## src/include/rtc_pkg.sv

```systemverilog
// Purpose: Shared constants for the serial clock status block and its host.
// Assumes: hclk at 40 MHz, crystal time base derived from hclk.
// Notes:   Both ends compile against this package.
package rtc_pkg;
    // ------------------------------------------------------------
    // Time base
    // ------------------------------------------------------------
    localparam int CLK_HZ = 40_000_000; // hclk rate
    localparam int XTAL_HZ = 32_768; // crystal rate
    localparam int HALF_TICK_CYC = CLK_HZ / (2 * XTAL_HZ); // Half period
    localparam int SEC_LAG_US = 92; // Increment lag after pulse fall
    localparam int SEC_LAG_TICKS = SEC_LAG_US * XTAL_HZ / 1_000_000;
    localparam int ALARM_LAG_US = 61; // Alarm flag lag after match
    localparam int ALARM_LAG_TICKS_RAW = ALARM_LAG_US * XTAL_HZ / 1_000_000;
    localparam int ALARM_LAG_TICKS =
        (ALARM_LAG_TICKS_RAW < 1) ? 1 : ALARM_LAG_TICKS_RAW;
    localparam int ADJ_MAX_US = 3784; // Largest adjustment step
    localparam int ADJ_MAX_TICKS = ADJ_MAX_US * XTAL_HZ / 1_000_000;
    localparam int ADJ_PERIOD_S = 20; // Seconds between adjustments
    // ------------------------------------------------------------
    // Device register map (4-bit link address)
    // ------------------------------------------------------------
    localparam logic [3:0] SEC_ADDR = 4'h0; // Seconds counter
    localparam logic [3:0] ADJ_ADDR = 4'h7; // Oscillation adjustment
    localparam logic [3:0] CTRL1_ADDR = 4'he; // Control one
    localparam logic [3:0] STATUS_CONTROL_TWO_ADDR = 4'hf;
    localparam logic [7:0] CTRL1_RESET = 8'h00;
    localparam logic [7:0] ADJ_RESET = 8'h00;
    localparam logic [7:0] STATUS_CONTROL_TWO_RESET = 8'h10;
    // Control one fields
    localparam int C1_WEEKLY_EN = 7;
    localparam int C1_DAILY_EN = 6;
    localparam int C1_CLKOUT_DIS_B = 4;
    localparam int C1_SEL_LSB = 0; // periodic_sel bits 2:0
    // Status control two fields
    localparam int S2_VDROP_SEL = 7;
    localparam int S2_SUPPLY_LOW = 6;
    localparam int S2_SCRATCH = 5;
    localparam int S2_OSC_HALT = 4;
    localparam int S2_CLKOUT_DIS_A = 3;
    localparam int S2_PERIODIC = 2;
    localparam int S2_WEEKLY = 1;
    localparam int S2_DAILY = 0;
    // Adjustment fields
    localparam int ADJ_SIGN = 6; // 1 shortens, 0 lengthens
    // ------------------------------------------------------------
    // Host register map (AHB byte addresses)
    // ------------------------------------------------------------
    localparam logic [7:0] HOST_CMD_OFS = 8'h00;
    localparam logic [7:0] HOST_STAT_OFS = 8'h04;
    localparam int CMD_READ_BIT = 16; // 1 reads, 0 writes
    localparam int CMD_ADDR_LSB = 8; // Link address 11:8
    localparam int STAT_BUSY_BIT = 8;
    localparam int STAT_IRQ_A_BIT = 9;
    localparam int STAT_IRQ_B_BIT = 10;
    // Host link sequencer states
    typedef enum logic [4:0] {
        H_IDLE = 5'b00001,
        H_CE_ON = 5'b00010,
        H_STROBE = 5'b00100,
        H_WAIT = 5'b01000,
        H_CE_OFF = 5'b10000
    } host_state_e;
endpackage

```

## src/include/rtc_link_if.sv

```systemverilog
// Purpose: Link between the host controller and the clock device.
// Assumes: Single hclk domain, strobes one cycle wide.
// Notes:   Register access stands in for the serial wire protocol.
`timescale 1ns/1ps
`default_nettype none
interface rtc_link_if;
    logic ce; // Chip enable, high during access
    logic wr_stb; // Write strobe
    logic rd_stb; // Read strobe
    logic [3:0] addr; // Register address
    logic [7:0] wdata; // Write data
    logic [7:0] rdata; // Read data
    logic rd_ack; // Read data valid pulse
    logic irq_out_a_n; // Periodic / weekly alarm, low active
    logic irq_out_b_n; // Daily alarm, low active
    logic clkout_pin; // Crystal clock output
    modport device (
        input ce, wr_stb, rd_stb, addr, wdata,
        output rdata, rd_ack, irq_out_a_n, irq_out_b_n, clkout_pin
    );
    modport host (
        output ce, wr_stb, rd_stb, addr, wdata,
        input rdata, rd_ack, irq_out_a_n, irq_out_b_n, clkout_pin
    );
endinterface
`default_nettype wire

```

## src/rtl/rtc_device.sv

```systemverilog
// Purpose: Periodic interrupt, status register and clock output of the RTC.
// Assumes: Crystal ticks are derived from hclk by a divider.
// Notes:   Time counters live outside; they report rollovers here.
`timescale 1ns/1ps
`default_nettype none
module rtc_device #(
    parameter int HALF_DIV = rtc_pkg::HALF_TICK_CYC // hclk per half tick
) (
    input wire logic hclk,
    input wire logic hresetn,
    rtc_link_if.device link,
    input wire logic osc_running, // Crystal oscillation sensed
    input wire logic supply_below, // Comparator below threshold
    input wire logic weekly_match, // Weekly alarm compare hit
    input wire logic daily_match, // Daily alarm compare hit
    input wire logic next_sec_zero, // Seconds roll to 00 next
    input wire logic next_min_zero, // Minutes roll to 00 next
    input wire logic next_hour_zero, // Hours roll to 00 next
    input wire logic next_day_first, // Day rolls to 1 next
    output logic vdrop_threshold_sel, // Comparator threshold select
    output logic sec_inc // Seconds increment pulse
);
    // ------------------------------------------------------------
    // State
    // ------------------------------------------------------------
    typedef struct packed {
        logic [9:0] half_cnt; // hclk count within half tick
        logic xtal_ph; // Crystal phase
        logic [14:0] sub; // Sub-second divider
        logic [6:0] stall; // Lengthening ticks left
        logic [1:0] lag; // Ticks until seconds increment
        logic [4:0] sec20; // Seconds since last adjustment
        logic [7:0] adj; // Oscillation adjustment
        logic [7:0] ctrl1; // Control one
        logic [7:0] ctrl2; // Status control two
        logic level_flag; // Level-mode interrupt pending
        logic [1:0] alarm_pend; // Matches awaiting flag lag
        logic irq_a_n;
        logic irq_b_n;
        logic clkout;
        logic sec_inc;
        logic rd_ack;
        logic [7:0] rdata;
    } dev_s;

    dev_s s_r;
    dev_s s_nxt;

    // Elaboration check on divider width
    if (HALF_DIV < 2 || HALF_DIV > 1023) begin : g_bad_div
        $error("HALF_DIV out of range");
    end

    localparam logic [9:0] HALF_LAST = 10'(HALF_DIV - 1);
    localparam logic [1:0] LAG_START = 2'(rtc_pkg::SEC_LAG_TICKS);
    localparam logic [4:0] ADJ_LAST = 5'(rtc_pkg::ADJ_PERIOD_S - 1);
    localparam logic [6:0] ADJ_CAP = 7'(rtc_pkg::ADJ_MAX_TICKS);

    // ------------------------------------------------------------
    // Next-state logic
    // ------------------------------------------------------------
    logic half_tick; // Half crystal period elapsed
    logic tick; // One crystal period elapsed
    logic sec_event; // Seconds increment this cycle
    logic p_low; // Periodic output asserted
    logic [2:0] sel; // periodic_sel
    logic [6:0] adj_mag; // Adjustment in ticks
    logic halt_set; // Halt flag rising
    logic lvl_hit; // Selected level event at this increment

    always_comb begin
        s_nxt = s_r;
        s_nxt.sec_inc = 1'b0;
        s_nxt.rd_ack = 1'b0;
        sec_event = 1'b0;
        // Crystal time base
        half_tick = (s_r.half_cnt == HALF_LAST);
        tick = half_tick && s_r.xtal_ph;
        if (half_tick) begin
            s_nxt.half_cnt = '0;
            s_nxt.xtal_ph = ~s_r.xtal_ph;
        end else begin
            s_nxt.half_cnt = s_r.half_cnt + 10'h001;
        end
        // Adjustment size, doubled magnitude, capped
        adj_mag = {s_r.adj[5:0], 1'b0};
        if (adj_mag > ADJ_CAP) begin
            adj_mag = ADJ_CAP;
        end
        // Sub-second divider; pulse falls at each wrap
        if (tick) begin
            if (s_r.stall != '0) begin
                s_nxt.stall = s_r.stall - 7'h01;
            end else if (s_r.sub == 15'h7fff) begin
                s_nxt.lag = LAG_START;
                s_nxt.sub = '0;
                if (s_r.sec20 == ADJ_LAST) begin
                    s_nxt.sec20 = '0;
                    // Stretch or trim the low half of the new second
                    if (s_r.adj[rtc_pkg::ADJ_SIGN]) begin
                        s_nxt.sub = {8'h00, adj_mag};
                    end else begin
                        s_nxt.stall = adj_mag;
                    end
                end else begin
                    s_nxt.sec20 = s_r.sec20 + 5'h01;
                end
            end else begin
                s_nxt.sub = s_r.sub + 15'h0001;
            end
            // Seconds increment trails the falling edge
            if (s_r.lag != '0) begin
                s_nxt.lag = s_r.lag - 2'h1;
                sec_event = (s_r.lag == 2'h1);
            end
        end
        s_nxt.sec_inc = sec_event;
        sel = s_r.ctrl1[rtc_pkg::C1_SEL_LSB +: 3];
        // Level-mode event selection
        lvl_hit = 1'b0;
        if (sel[2] && sec_event) begin
            case (sel[1:0])
                2'b00: lvl_hit = 1'b1;
                2'b01: lvl_hit = next_sec_zero;
                2'b10: lvl_hit = next_sec_zero & next_min_zero;
                default: lvl_hit = next_sec_zero & next_min_zero
                    & next_hour_zero & next_day_first;
            endcase
        end
        if (lvl_hit) begin
            s_nxt.level_flag = 1'b1;
        end
        if (!sel[2]) begin
            s_nxt.level_flag = 1'b0;
        end
        // Periodic output level, from current state
        case (sel)
            3'b000: p_low = 1'b0;
            3'b001: p_low = 1'b1;
            3'b010: p_low = ~s_r.sub[13];
            3'b011: p_low = ~s_r.sub[14];
            default: p_low = s_r.level_flag;
        endcase
        // Link read, data one cycle after the strobe
        if (link.rd_stb) begin
            s_nxt.rd_ack = 1'b1;
            if (link.addr == rtc_pkg::ADJ_ADDR) begin
                s_nxt.rdata = s_r.adj;
            end else if (link.addr == rtc_pkg::CTRL1_ADDR) begin
                s_nxt.rdata = s_r.ctrl1;
            end else if (link.addr == rtc_pkg::STATUS_CONTROL_TWO_ADDR) begin
                s_nxt.rdata = s_r.ctrl2;
                s_nxt.rdata[rtc_pkg::S2_PERIODIC] = p_low;
            end else begin
                s_nxt.rdata = 8'h00;
            end
        end
        // Link writes
        if (link.wr_stb) begin
            if (link.addr == rtc_pkg::SEC_ADDR) begin
                // Restart the second; low pulse half starts now
                s_nxt.sub = '0;
                s_nxt.stall = '0;
                s_nxt.lag = '0;
                s_nxt.sec20 = '0;
            end else if (link.addr == rtc_pkg::ADJ_ADDR) begin
                s_nxt.adj = {1'b0, link.wdata[6:0]};
            end else if (link.addr == rtc_pkg::CTRL1_ADDR) begin
                s_nxt.ctrl1 = link.wdata;
            end else if (link.addr == rtc_pkg::STATUS_CONTROL_TWO_ADDR) begin
                s_nxt.ctrl2[rtc_pkg::S2_VDROP_SEL] =
                    link.wdata[rtc_pkg::S2_VDROP_SEL];
                s_nxt.ctrl2[rtc_pkg::S2_SCRATCH] =
                    link.wdata[rtc_pkg::S2_SCRATCH];
                s_nxt.ctrl2[rtc_pkg::S2_CLKOUT_DIS_A] =
                    link.wdata[rtc_pkg::S2_CLKOUT_DIS_A];
                // Write-zero-to-clear bits; ones are ignored
                s_nxt.ctrl2[rtc_pkg::S2_SUPPLY_LOW] = s_r.ctrl2[
                    rtc_pkg::S2_SUPPLY_LOW] & link.wdata[6];
                s_nxt.ctrl2[rtc_pkg::S2_OSC_HALT] = s_r.ctrl2[
                    rtc_pkg::S2_OSC_HALT] & link.wdata[4];
                s_nxt.ctrl2[1:0] = s_r.ctrl2[1:0] & link.wdata[1:0];
                if (sel[2] && !link.wdata[rtc_pkg::S2_PERIODIC]) begin
                    s_nxt.level_flag = 1'b0;
                end
            end
        end
        // Supply-low flag sets only while clear; a same-cycle clear of a set flag wins
        if (supply_below && !s_r.ctrl2[rtc_pkg::S2_SUPPLY_LOW]) begin
            s_nxt.ctrl2[rtc_pkg::S2_SUPPLY_LOW] = 1'b1;
        end
        // New interrupt period beats a same-cycle write-zero clear
        if (lvl_hit) begin
            s_nxt.level_flag = 1'b1;
        end
        // Alarm matches, flagged after the lag, gated by enables
        s_nxt.alarm_pend = s_r.alarm_pend;
        if (tick) begin
            s_nxt.ctrl2[1:0] = s_nxt.ctrl2[1:0] | s_r.alarm_pend;
            s_nxt.alarm_pend = 2'b00;
        end
        if (weekly_match) begin
            s_nxt.alarm_pend[1] = 1'b1;
        end
        if (daily_match) begin
            s_nxt.alarm_pend[0] = 1'b1;
        end
        if (!s_nxt.ctrl1[rtc_pkg::C1_WEEKLY_EN]) begin
            s_nxt.alarm_pend[1] = 1'b0;
            s_nxt.ctrl2[rtc_pkg::S2_WEEKLY] = 1'b0;
        end
        if (!s_nxt.ctrl1[rtc_pkg::C1_DAILY_EN]) begin
            s_nxt.alarm_pend[0] = 1'b0;
            s_nxt.ctrl2[rtc_pkg::S2_DAILY] = 1'b0;
        end
        // Halt sensing, idle bus only
        halt_set = !osc_running && !link.ce
            && !s_r.ctrl2[rtc_pkg::S2_OSC_HALT];
        if (halt_set) begin
            s_nxt.ctrl2 = rtc_pkg::STATUS_CONTROL_TWO_RESET;
            s_nxt.ctrl1 = rtc_pkg::CTRL1_RESET;
            s_nxt.adj = rtc_pkg::ADJ_RESET;
            s_nxt.level_flag = 1'b0;
            s_nxt.alarm_pend = 2'b00;
        end
        // Pins from the next state, so level assert meets increment
        case (s_nxt.ctrl1[rtc_pkg::C1_SEL_LSB +: 3])
            3'b000: s_nxt.irq_a_n = 1'b1;
            3'b001: s_nxt.irq_a_n = 1'b0;
            3'b010: s_nxt.irq_a_n = s_nxt.sub[13];
            3'b011: s_nxt.irq_a_n = s_nxt.sub[14];
            default: s_nxt.irq_a_n = ~s_nxt.level_flag;
        endcase
        if (s_nxt.ctrl2[rtc_pkg::S2_WEEKLY]) begin
            s_nxt.irq_a_n = 1'b0;
        end
        s_nxt.irq_b_n = ~s_nxt.ctrl2[rtc_pkg::S2_DAILY];
        // Clock output held high only if both disables set
        s_nxt.clkout = (s_nxt.ctrl2[rtc_pkg::S2_CLKOUT_DIS_A]
            && s_nxt.ctrl1[rtc_pkg::C1_CLKOUT_DIS_B])
            ? 1'b1 : s_nxt.xtal_ph;
    end

    // ------------------------------------------------------------
    // State register
    // ------------------------------------------------------------
    always_ff @(posedge hclk or negedge hresetn) begin
        if (!hresetn) begin
            s_r <= '0;
            s_r.ctrl2 <= rtc_pkg::STATUS_CONTROL_TWO_RESET;
            s_r.irq_a_n <= 1'b1;
            s_r.irq_b_n <= 1'b1;
        end else begin
            s_r <= s_nxt;
        end
    end

    assign link.rdata = s_r.rdata;
    assign link.rd_ack = s_r.rd_ack;
    assign link.irq_out_a_n = s_r.irq_a_n;
    assign link.irq_out_b_n = s_r.irq_b_n;
    assign link.clkout_pin = s_r.clkout;
    assign vdrop_threshold_sel = s_r.ctrl2[rtc_pkg::S2_VDROP_SEL];
    assign sec_inc = s_r.sec_inc;
endmodule
`default_nettype wire

```

## src/flat_wrapper.sv

```systemverilog
// flat-port wrapper written by rule: the top's interface ports become plain ports
module rtc_device_flat 
#(
    parameter int HALF_DIV = rtc_pkg::HALF_TICK_CYC                      
)
  (hclk, hresetn, osc_running, supply_below, weekly_match, daily_match, next_sec_zero, next_min_zero, next_hour_zero, next_day_first, vdrop_threshold_sel, sec_inc, link_ce, link_wr_stb, link_rd_stb, link_addr, link_wdata, link_rdata, link_rd_ack, link_irq_out_a_n, link_irq_out_b_n, link_clkout_pin);
  rtc_link_if link_i ();
  input wire logic hclk;
  input wire logic hresetn;
  input wire logic osc_running;
  input wire logic supply_below;
  input wire logic weekly_match;
  input wire logic daily_match;
  input wire logic next_sec_zero;
  input wire logic next_min_zero;
  input wire logic next_hour_zero;
  input wire logic next_day_first;
  output logic vdrop_threshold_sel;
  output logic sec_inc;
  input wire logic [$bits(link_i.ce)-1:0] link_ce;
  input wire logic [$bits(link_i.wr_stb)-1:0] link_wr_stb;
  input wire logic [$bits(link_i.rd_stb)-1:0] link_rd_stb;
  input wire logic [$bits(link_i.addr)-1:0] link_addr;
  input wire logic [$bits(link_i.wdata)-1:0] link_wdata;
  output wire logic [$bits(link_i.rdata)-1:0] link_rdata;
  output wire logic [$bits(link_i.rd_ack)-1:0] link_rd_ack;
  output wire logic [$bits(link_i.irq_out_a_n)-1:0] link_irq_out_a_n;
  output wire logic [$bits(link_i.irq_out_b_n)-1:0] link_irq_out_b_n;
  output wire logic [$bits(link_i.clkout_pin)-1:0] link_clkout_pin;
  assign link_i.ce = link_ce;
  assign link_i.wr_stb = link_wr_stb;
  assign link_i.rd_stb = link_rd_stb;
  assign link_i.addr = link_addr;
  assign link_i.wdata = link_wdata;
  assign link_rdata = link_i.rdata;
  assign link_rd_ack = link_i.rd_ack;
  assign link_irq_out_a_n = link_i.irq_out_a_n;
  assign link_irq_out_b_n = link_i.irq_out_b_n;
  assign link_clkout_pin = link_i.clkout_pin;
  rtc_device #(.HALF_DIV(HALF_DIV)) u_core (.hclk(hclk), .hresetn(hresetn), .link(link_i), .osc_running(osc_running), .supply_below(supply_below), .weekly_match(weekly_match), .daily_match(daily_match), .next_sec_zero(next_sec_zero), .next_min_zero(next_min_zero), .next_hour_zero(next_hour_zero), .next_day_first(next_day_first), .vdrop_threshold_sel(vdrop_threshold_sel), .sec_inc(sec_inc));
endmodule
```

## config.mk

```make
export PLATFORM = sky130hd
export DESIGN_NAME = rtc_device_flat
export DESIGN_NICKNAME = d
export VERILOG_FILES = /design/src/include/rtc_pkg.sv /design/src/include/rtc_link_if.sv /design/src/rtl/rtc_device.sv /design/src/flat_wrapper.sv
export SDC_FILE = /design/constraint.sdc
export NUM_CORES = 1
export LEC_CHECK = 0
export BUFFER_PORTS_ARGS = -buffer_cell sky130_fd_sc_hd__buf_2
export CORE_UTILIZATION = 53
export DETAILED_ROUTE_END_ITERATION = 8
export PLACE_DENSITY = 0.75
export RECOVER_POWER = 50
export REMOVE_ABC_BUFFERS = 1
export SETUP_SLACK_MARGIN = 0.15
export SYNTH_ARGS = -nofsm -noshare
export SYNTH_HDL_FRONTEND = slang
export SYNTH_SLANG_ARGS = --single-unit
```

## constraint.sdc

```tcl
create_clock -name hclk -period 2.6 [get_ports hclk]
set_input_delay 0.26 -clock hclk [delete_from_list [all_inputs] [get_ports hclk]]
set_output_delay 0.26 -clock hclk [all_outputs]
set_load 0.02 [all_outputs]
```

# Word-level counts from Yosys, hierarchy flattened
# Index checks and enable logic that the tools add are counted.
# word_totals
reg_bits	79
input_bits	25
out_inout_bits	14
word_cells	146
# op_classes
addsub	5
magnitude_cmp	1
eq_ne	23
mux	56
bitwise_logic	12
n_reduce_logical	28
# op_table
operator	count
two-way mux 22 bit	4
two-way mux 29 bit	2
two-way mux 50 bit	1
two-way mux 8 bit	5
two-way mux 7 bit	5
two-way mux 15 bit	2
two-way mux 27 bit	1
two-way mux 21 bit	1
two-way mux 1 bit	17
adder 15 x 1 -> 15 bit (second input constant)	1
equality test 15 bit (second input constant)	1
two-way mux 3 bit	5
two-way mux 5 bit	3
two-way mux 14 bit	1
two-way mux 13 bit	1
equality test 3 x 2 -> 1 bit (second input constant)	4
adder 10 x 1 -> 10 bit (second input constant)	1
equality test 10 bit (second input constant)	1
two-way mux 10 bit	1
AND reduction 5 bit	2
nonzero test 2 bit	5
two-way mux 9 bit	1
inequality test 3 x 2 -> 1 bit (second input constant)	3
equality test 4 bit (second input constant)	2
27 further kinds	55

# Logic depth before layout (Yosys ltp)
# depth
ltp_word	20
mapped_depth	12
depth_no_buf	10

# Least setup slack after synthesis
# OpenSTA, ideal clock, no wires.
# synth_path
path_kind	register -> register
start	register u_core.s_r[72] in the netlist's numbering
end	register u_core.s_r[40] in the netlist's numbering
setup_time_ns	0.077
t_arrival_ns	2.554
required_time_ns	2.523
path_slack_ns	-0.032
path_stages_with_launch	10
path_buffers	1
synth_period_minus_slack_ns	2.632
path_cell_list	dfrtp_1 or3_1 nor4_2 ha_1 and4bb_2 and2_1 clkbuf_2 nand2_1 or3_1 a21oi_1
# synth_rtl
item	line_no	rtl
start: declaration	rtc_device.sv:46	dev_s s_r;
start signal: assignment	rtc_device.sv:254	s_r <= s_nxt;

==> impl_metrics.json <==
{
  "status": "complete, but fails checks",
  "failing_checks": "max-capacitance violations, max-slew violations",
  "syn-instance-count": 435,
  "setup_slack_ns": 0.1212,
  "worstSetupPathType": "reg2reg",
  "fp-row-count": 31,
  "layout_commonest_cell": "dfrtp_1",
  "power.static_leakage_nw": 2.051,
  "timing.final.crit_share": 0.9534,
  "num-nets-final": 508,
  "core-area_mm2": 0.007370,
  "ys_seq_elements": 78,
  "vias": 3508,
  "grt_antenna_before_repair": 0,
  "grt_start_max_net_pins": 79,
  "cp_max_fo": 6,
  "dr.pass1.iters": 5,
  "wire_per_inst_um": 17.17,
  "globalplace.congestion": 0.8559,
  "floorplan.die.height_um": 89.84,
  "rr_worst_depth": 10,
  "grt_setup_unrepaired": "yes",
  "synthesis.area_mm2": 0.004089,
  "hold_slack_ns": 0.1636,
  "setup_violations_final": 0,
  "h-tree-depth": 3,
  "report.final.slew_viol_count": 79,
  "critical_path.endpoint_type": "flip-flop",
  "clkTransAtPathRegs_ns": 0.09,
  "count_of_flip_flops_with_a_built_in_enable_after_synthesis": 0,
  "final_layout_size_suffix_gt1_frac": 0.2241,
  "power-per-cell-area_mw_per_mm2": 643.6,
  "detail_route.wirelength_um": 9978,
  "synth_cell_type_count": 59,
  "design.die.area_mm2": 0.008070,
  "p_int_mw": 2.132,
  "swShare": 0.3024,
  "place.port_buffers": 38,
  "critPathLaunchType": "flip-flop",
  "p_total_mw": 3.056,
  "layout.cells.most_common_list": "dfrtp_1 (75), nor2_1 (39), nand2_1 (35), buf_2 (35), a21oi_1 (31)",
  "clk_path_buf_depth": 2,
  "power.sequential.fraction": 0.501,
  "ys_seq_area_frac": 0.4783,
  "min_period_ns": 2.479,
  "route.antenna.remaining_nets": 0,
  "grt_first_pass_wirelength_um": 16300,
  "floorplan.die.width_um": 89.84,
  "tritoncts.num_buffers": 9,
  "worst_ep_required_ns": 2.88,
  "boundaryPins": 39,
  "hp-start": "supply_below",
  "drv.max_cap_violation_count": 1,
  "cts_sinks": 78,
  "floorplan.initialDensity": 0.5548,
  "skew_ns": 0.01130,
  "place_ws_ns": 0.1179,
  "ir_drop_uv": 362.7,
  "clock_power_share": 0.333,
  "final-hold-violation-count": 0,
  "cts-root-buf": "clkbuf_8",
  "async_reset_ff_frac": 1.000,
  "combPwrFrac": 0.165,
  "drc_errors": 0,
  "globalRoute.totalOverflow": 0,
  "critical_path_arrival_ns": 2.76,
  "detailed_placement_wirelength_estimate_um": 6719,
  "grt_util_all_layers": 0.2554,
  "cts_tree": "yes",
  "crit-reg2reg-launch": "u_core.s_r[71]",
  "area_growth_pct": 16.13,
  "grt_pass1_vias": 3265,
  "crit_start": "u_core.s_r[71]",
  "max_slew_margin": -0.3185,
  "ys.flop_type": "dfrtp_1",
  "max_clock_freq_mhz": 403.4,
  "worstMarginPinSlew_ns": 1.978,
  "total_switching_power_mw": 0.9242,
  "ys.warnings.count": 0,
  "filler_cell_count": 615,
  "iter_0_drt_violations": 349,
  "n_antenna_cell": 0,
  "syn_area_per_cell_um2": 9.400,
  "min-delay-path-class": "in2reg",
  "hold_depth": 3,
  "route.detailed.vias_per_inst": 6.038,
  "clk-insertion-delay-late_ns": 0.36
}
power groups by stage:
stage	logic [mW]	registers, mW	clock network [mW]
floorplan	0.299	1.52	0
finish	0.505	1.53	1.02
global route	0.566	1.55	1.08
detailed placement	0.486	1.55	0
CTS	0.491	1.52	1.03
global placement	0.471	1.54	0
sequential cells by signal, summed over array words and instances, names as in the netlist:
register	flops
u_core.link.clkout_pin	1
u_core.s_r	64
u_core.link.rdata	8
u_core.link.rd_ack	1
u_core.vdrop_threshold_sel	1
u_core.link.irq_out_b_n	1
u_core.link.irq_out_a_n	1
u_core.sec_inc	1
layout make-up:
class	instances	area, um^2	share of cell area
tap	99	123.9	0.02609
timing repair buffer	57	330.3	0.06957
sequential	78	1956	0.4119
inverter	20	75.07	0.01581
clock buffer	10	127.6	0.02688
multi-input combinational	311	2043	0.4303
clock inverter	6	92.59	0.01950
layer usage:
metal,vias up,GRT usage,routed length [um]
li1,1639,-,-
met1,1755,0.3484,4575
met2,99,0.4090,4840
met3,15,0.04653,408
met4,0,0.09153,153
met5,-,0,0
through the flow:
| stage | cell area, um^2 | instances | utilization | TNS (ns) |
|---|---|---|---|---|
| after floorplan | 3936 | 409 | - | -3.032 |
| after global routing | 4748 | 581 | 0.6443 | -0.009957 |
| after global placement | 4370 | 561 | 0.5930 | 0 |
| after detailed placement | 4370 | 561 | 0.5930 | 0 |
| final | 4748 | 581 | 0.6443 | 0 |
| after CTS | 4613 | 578 | 0.6260 | 0 |
Yosys cell counts (all sizes together) (8+ instances only):
cell	instances	area share
mux2i	12	0.029
or3	9	0.014
a21oi	35	0.043
o21ai	23	0.028
and2	8	0.012
clkbuf	8	0.0076
nor3	8	0.011
nand3	20	0.024
dfrtp	75	0.46
inv	20	0.018
nand2	38	0.035
nand4	10	0.017
nor2	41	0.038
buf	18	0.030
a31oi	9	0.014
critical path, cell delays in order, from the launching register on:
cell and delay (ns):
dfrtp_1 0.43, inv_2 0.09, ha_4 0.12, nand4_1 0.14, nor4_4 0.26, ha_2 0.24, and4bb_2 0.30, and2_4 0.22
nand3_4 0.09, or3_4 0.39, a21oi_2 0.11
repair_timing:
action                     4_1_cts  5_1_grt
pin swaps                        2       15
cloned                           0        1
buffers inserted                 1        2
setup endpoints to repair       15       22
gates resized for setup          4       29
hold buffers                     0        0
final timing paths:
check | endpoint | slack [ns]
worst max register to register | u_core.s_r[42] | 0.12
min in group asynchronous | u_core.s_r[53] | 0.43
max in group asynchronous | u_core.s_r[52] | 0.97
worst min-delay path | u_core.s_r[22] | 0.16
worst min register to register | u_core.s_r[22] | 0.49
worst max-delay path | u_core.s_r[42] | 0.12
kinds of logic after synthesis:
| logic type | Yosys count | synth area share |
|---|---|---|
| AND/OR/NAND/NOR | 169 | 0.2151 |
| multiplexers | 14 | 0.03488 |
| AO/OA/AOI/OAI | 108 | 0.1677 |
| flip-flops | 78 | 0.4783 |
| adder cells (fa/ha/maj) | 6 | 0.01836 |
| buffers and inverters | 46 | 0.05569 |
| XOR/XNOR | 14 | 0.02999 |
Power figures use the tool's default switching activity.
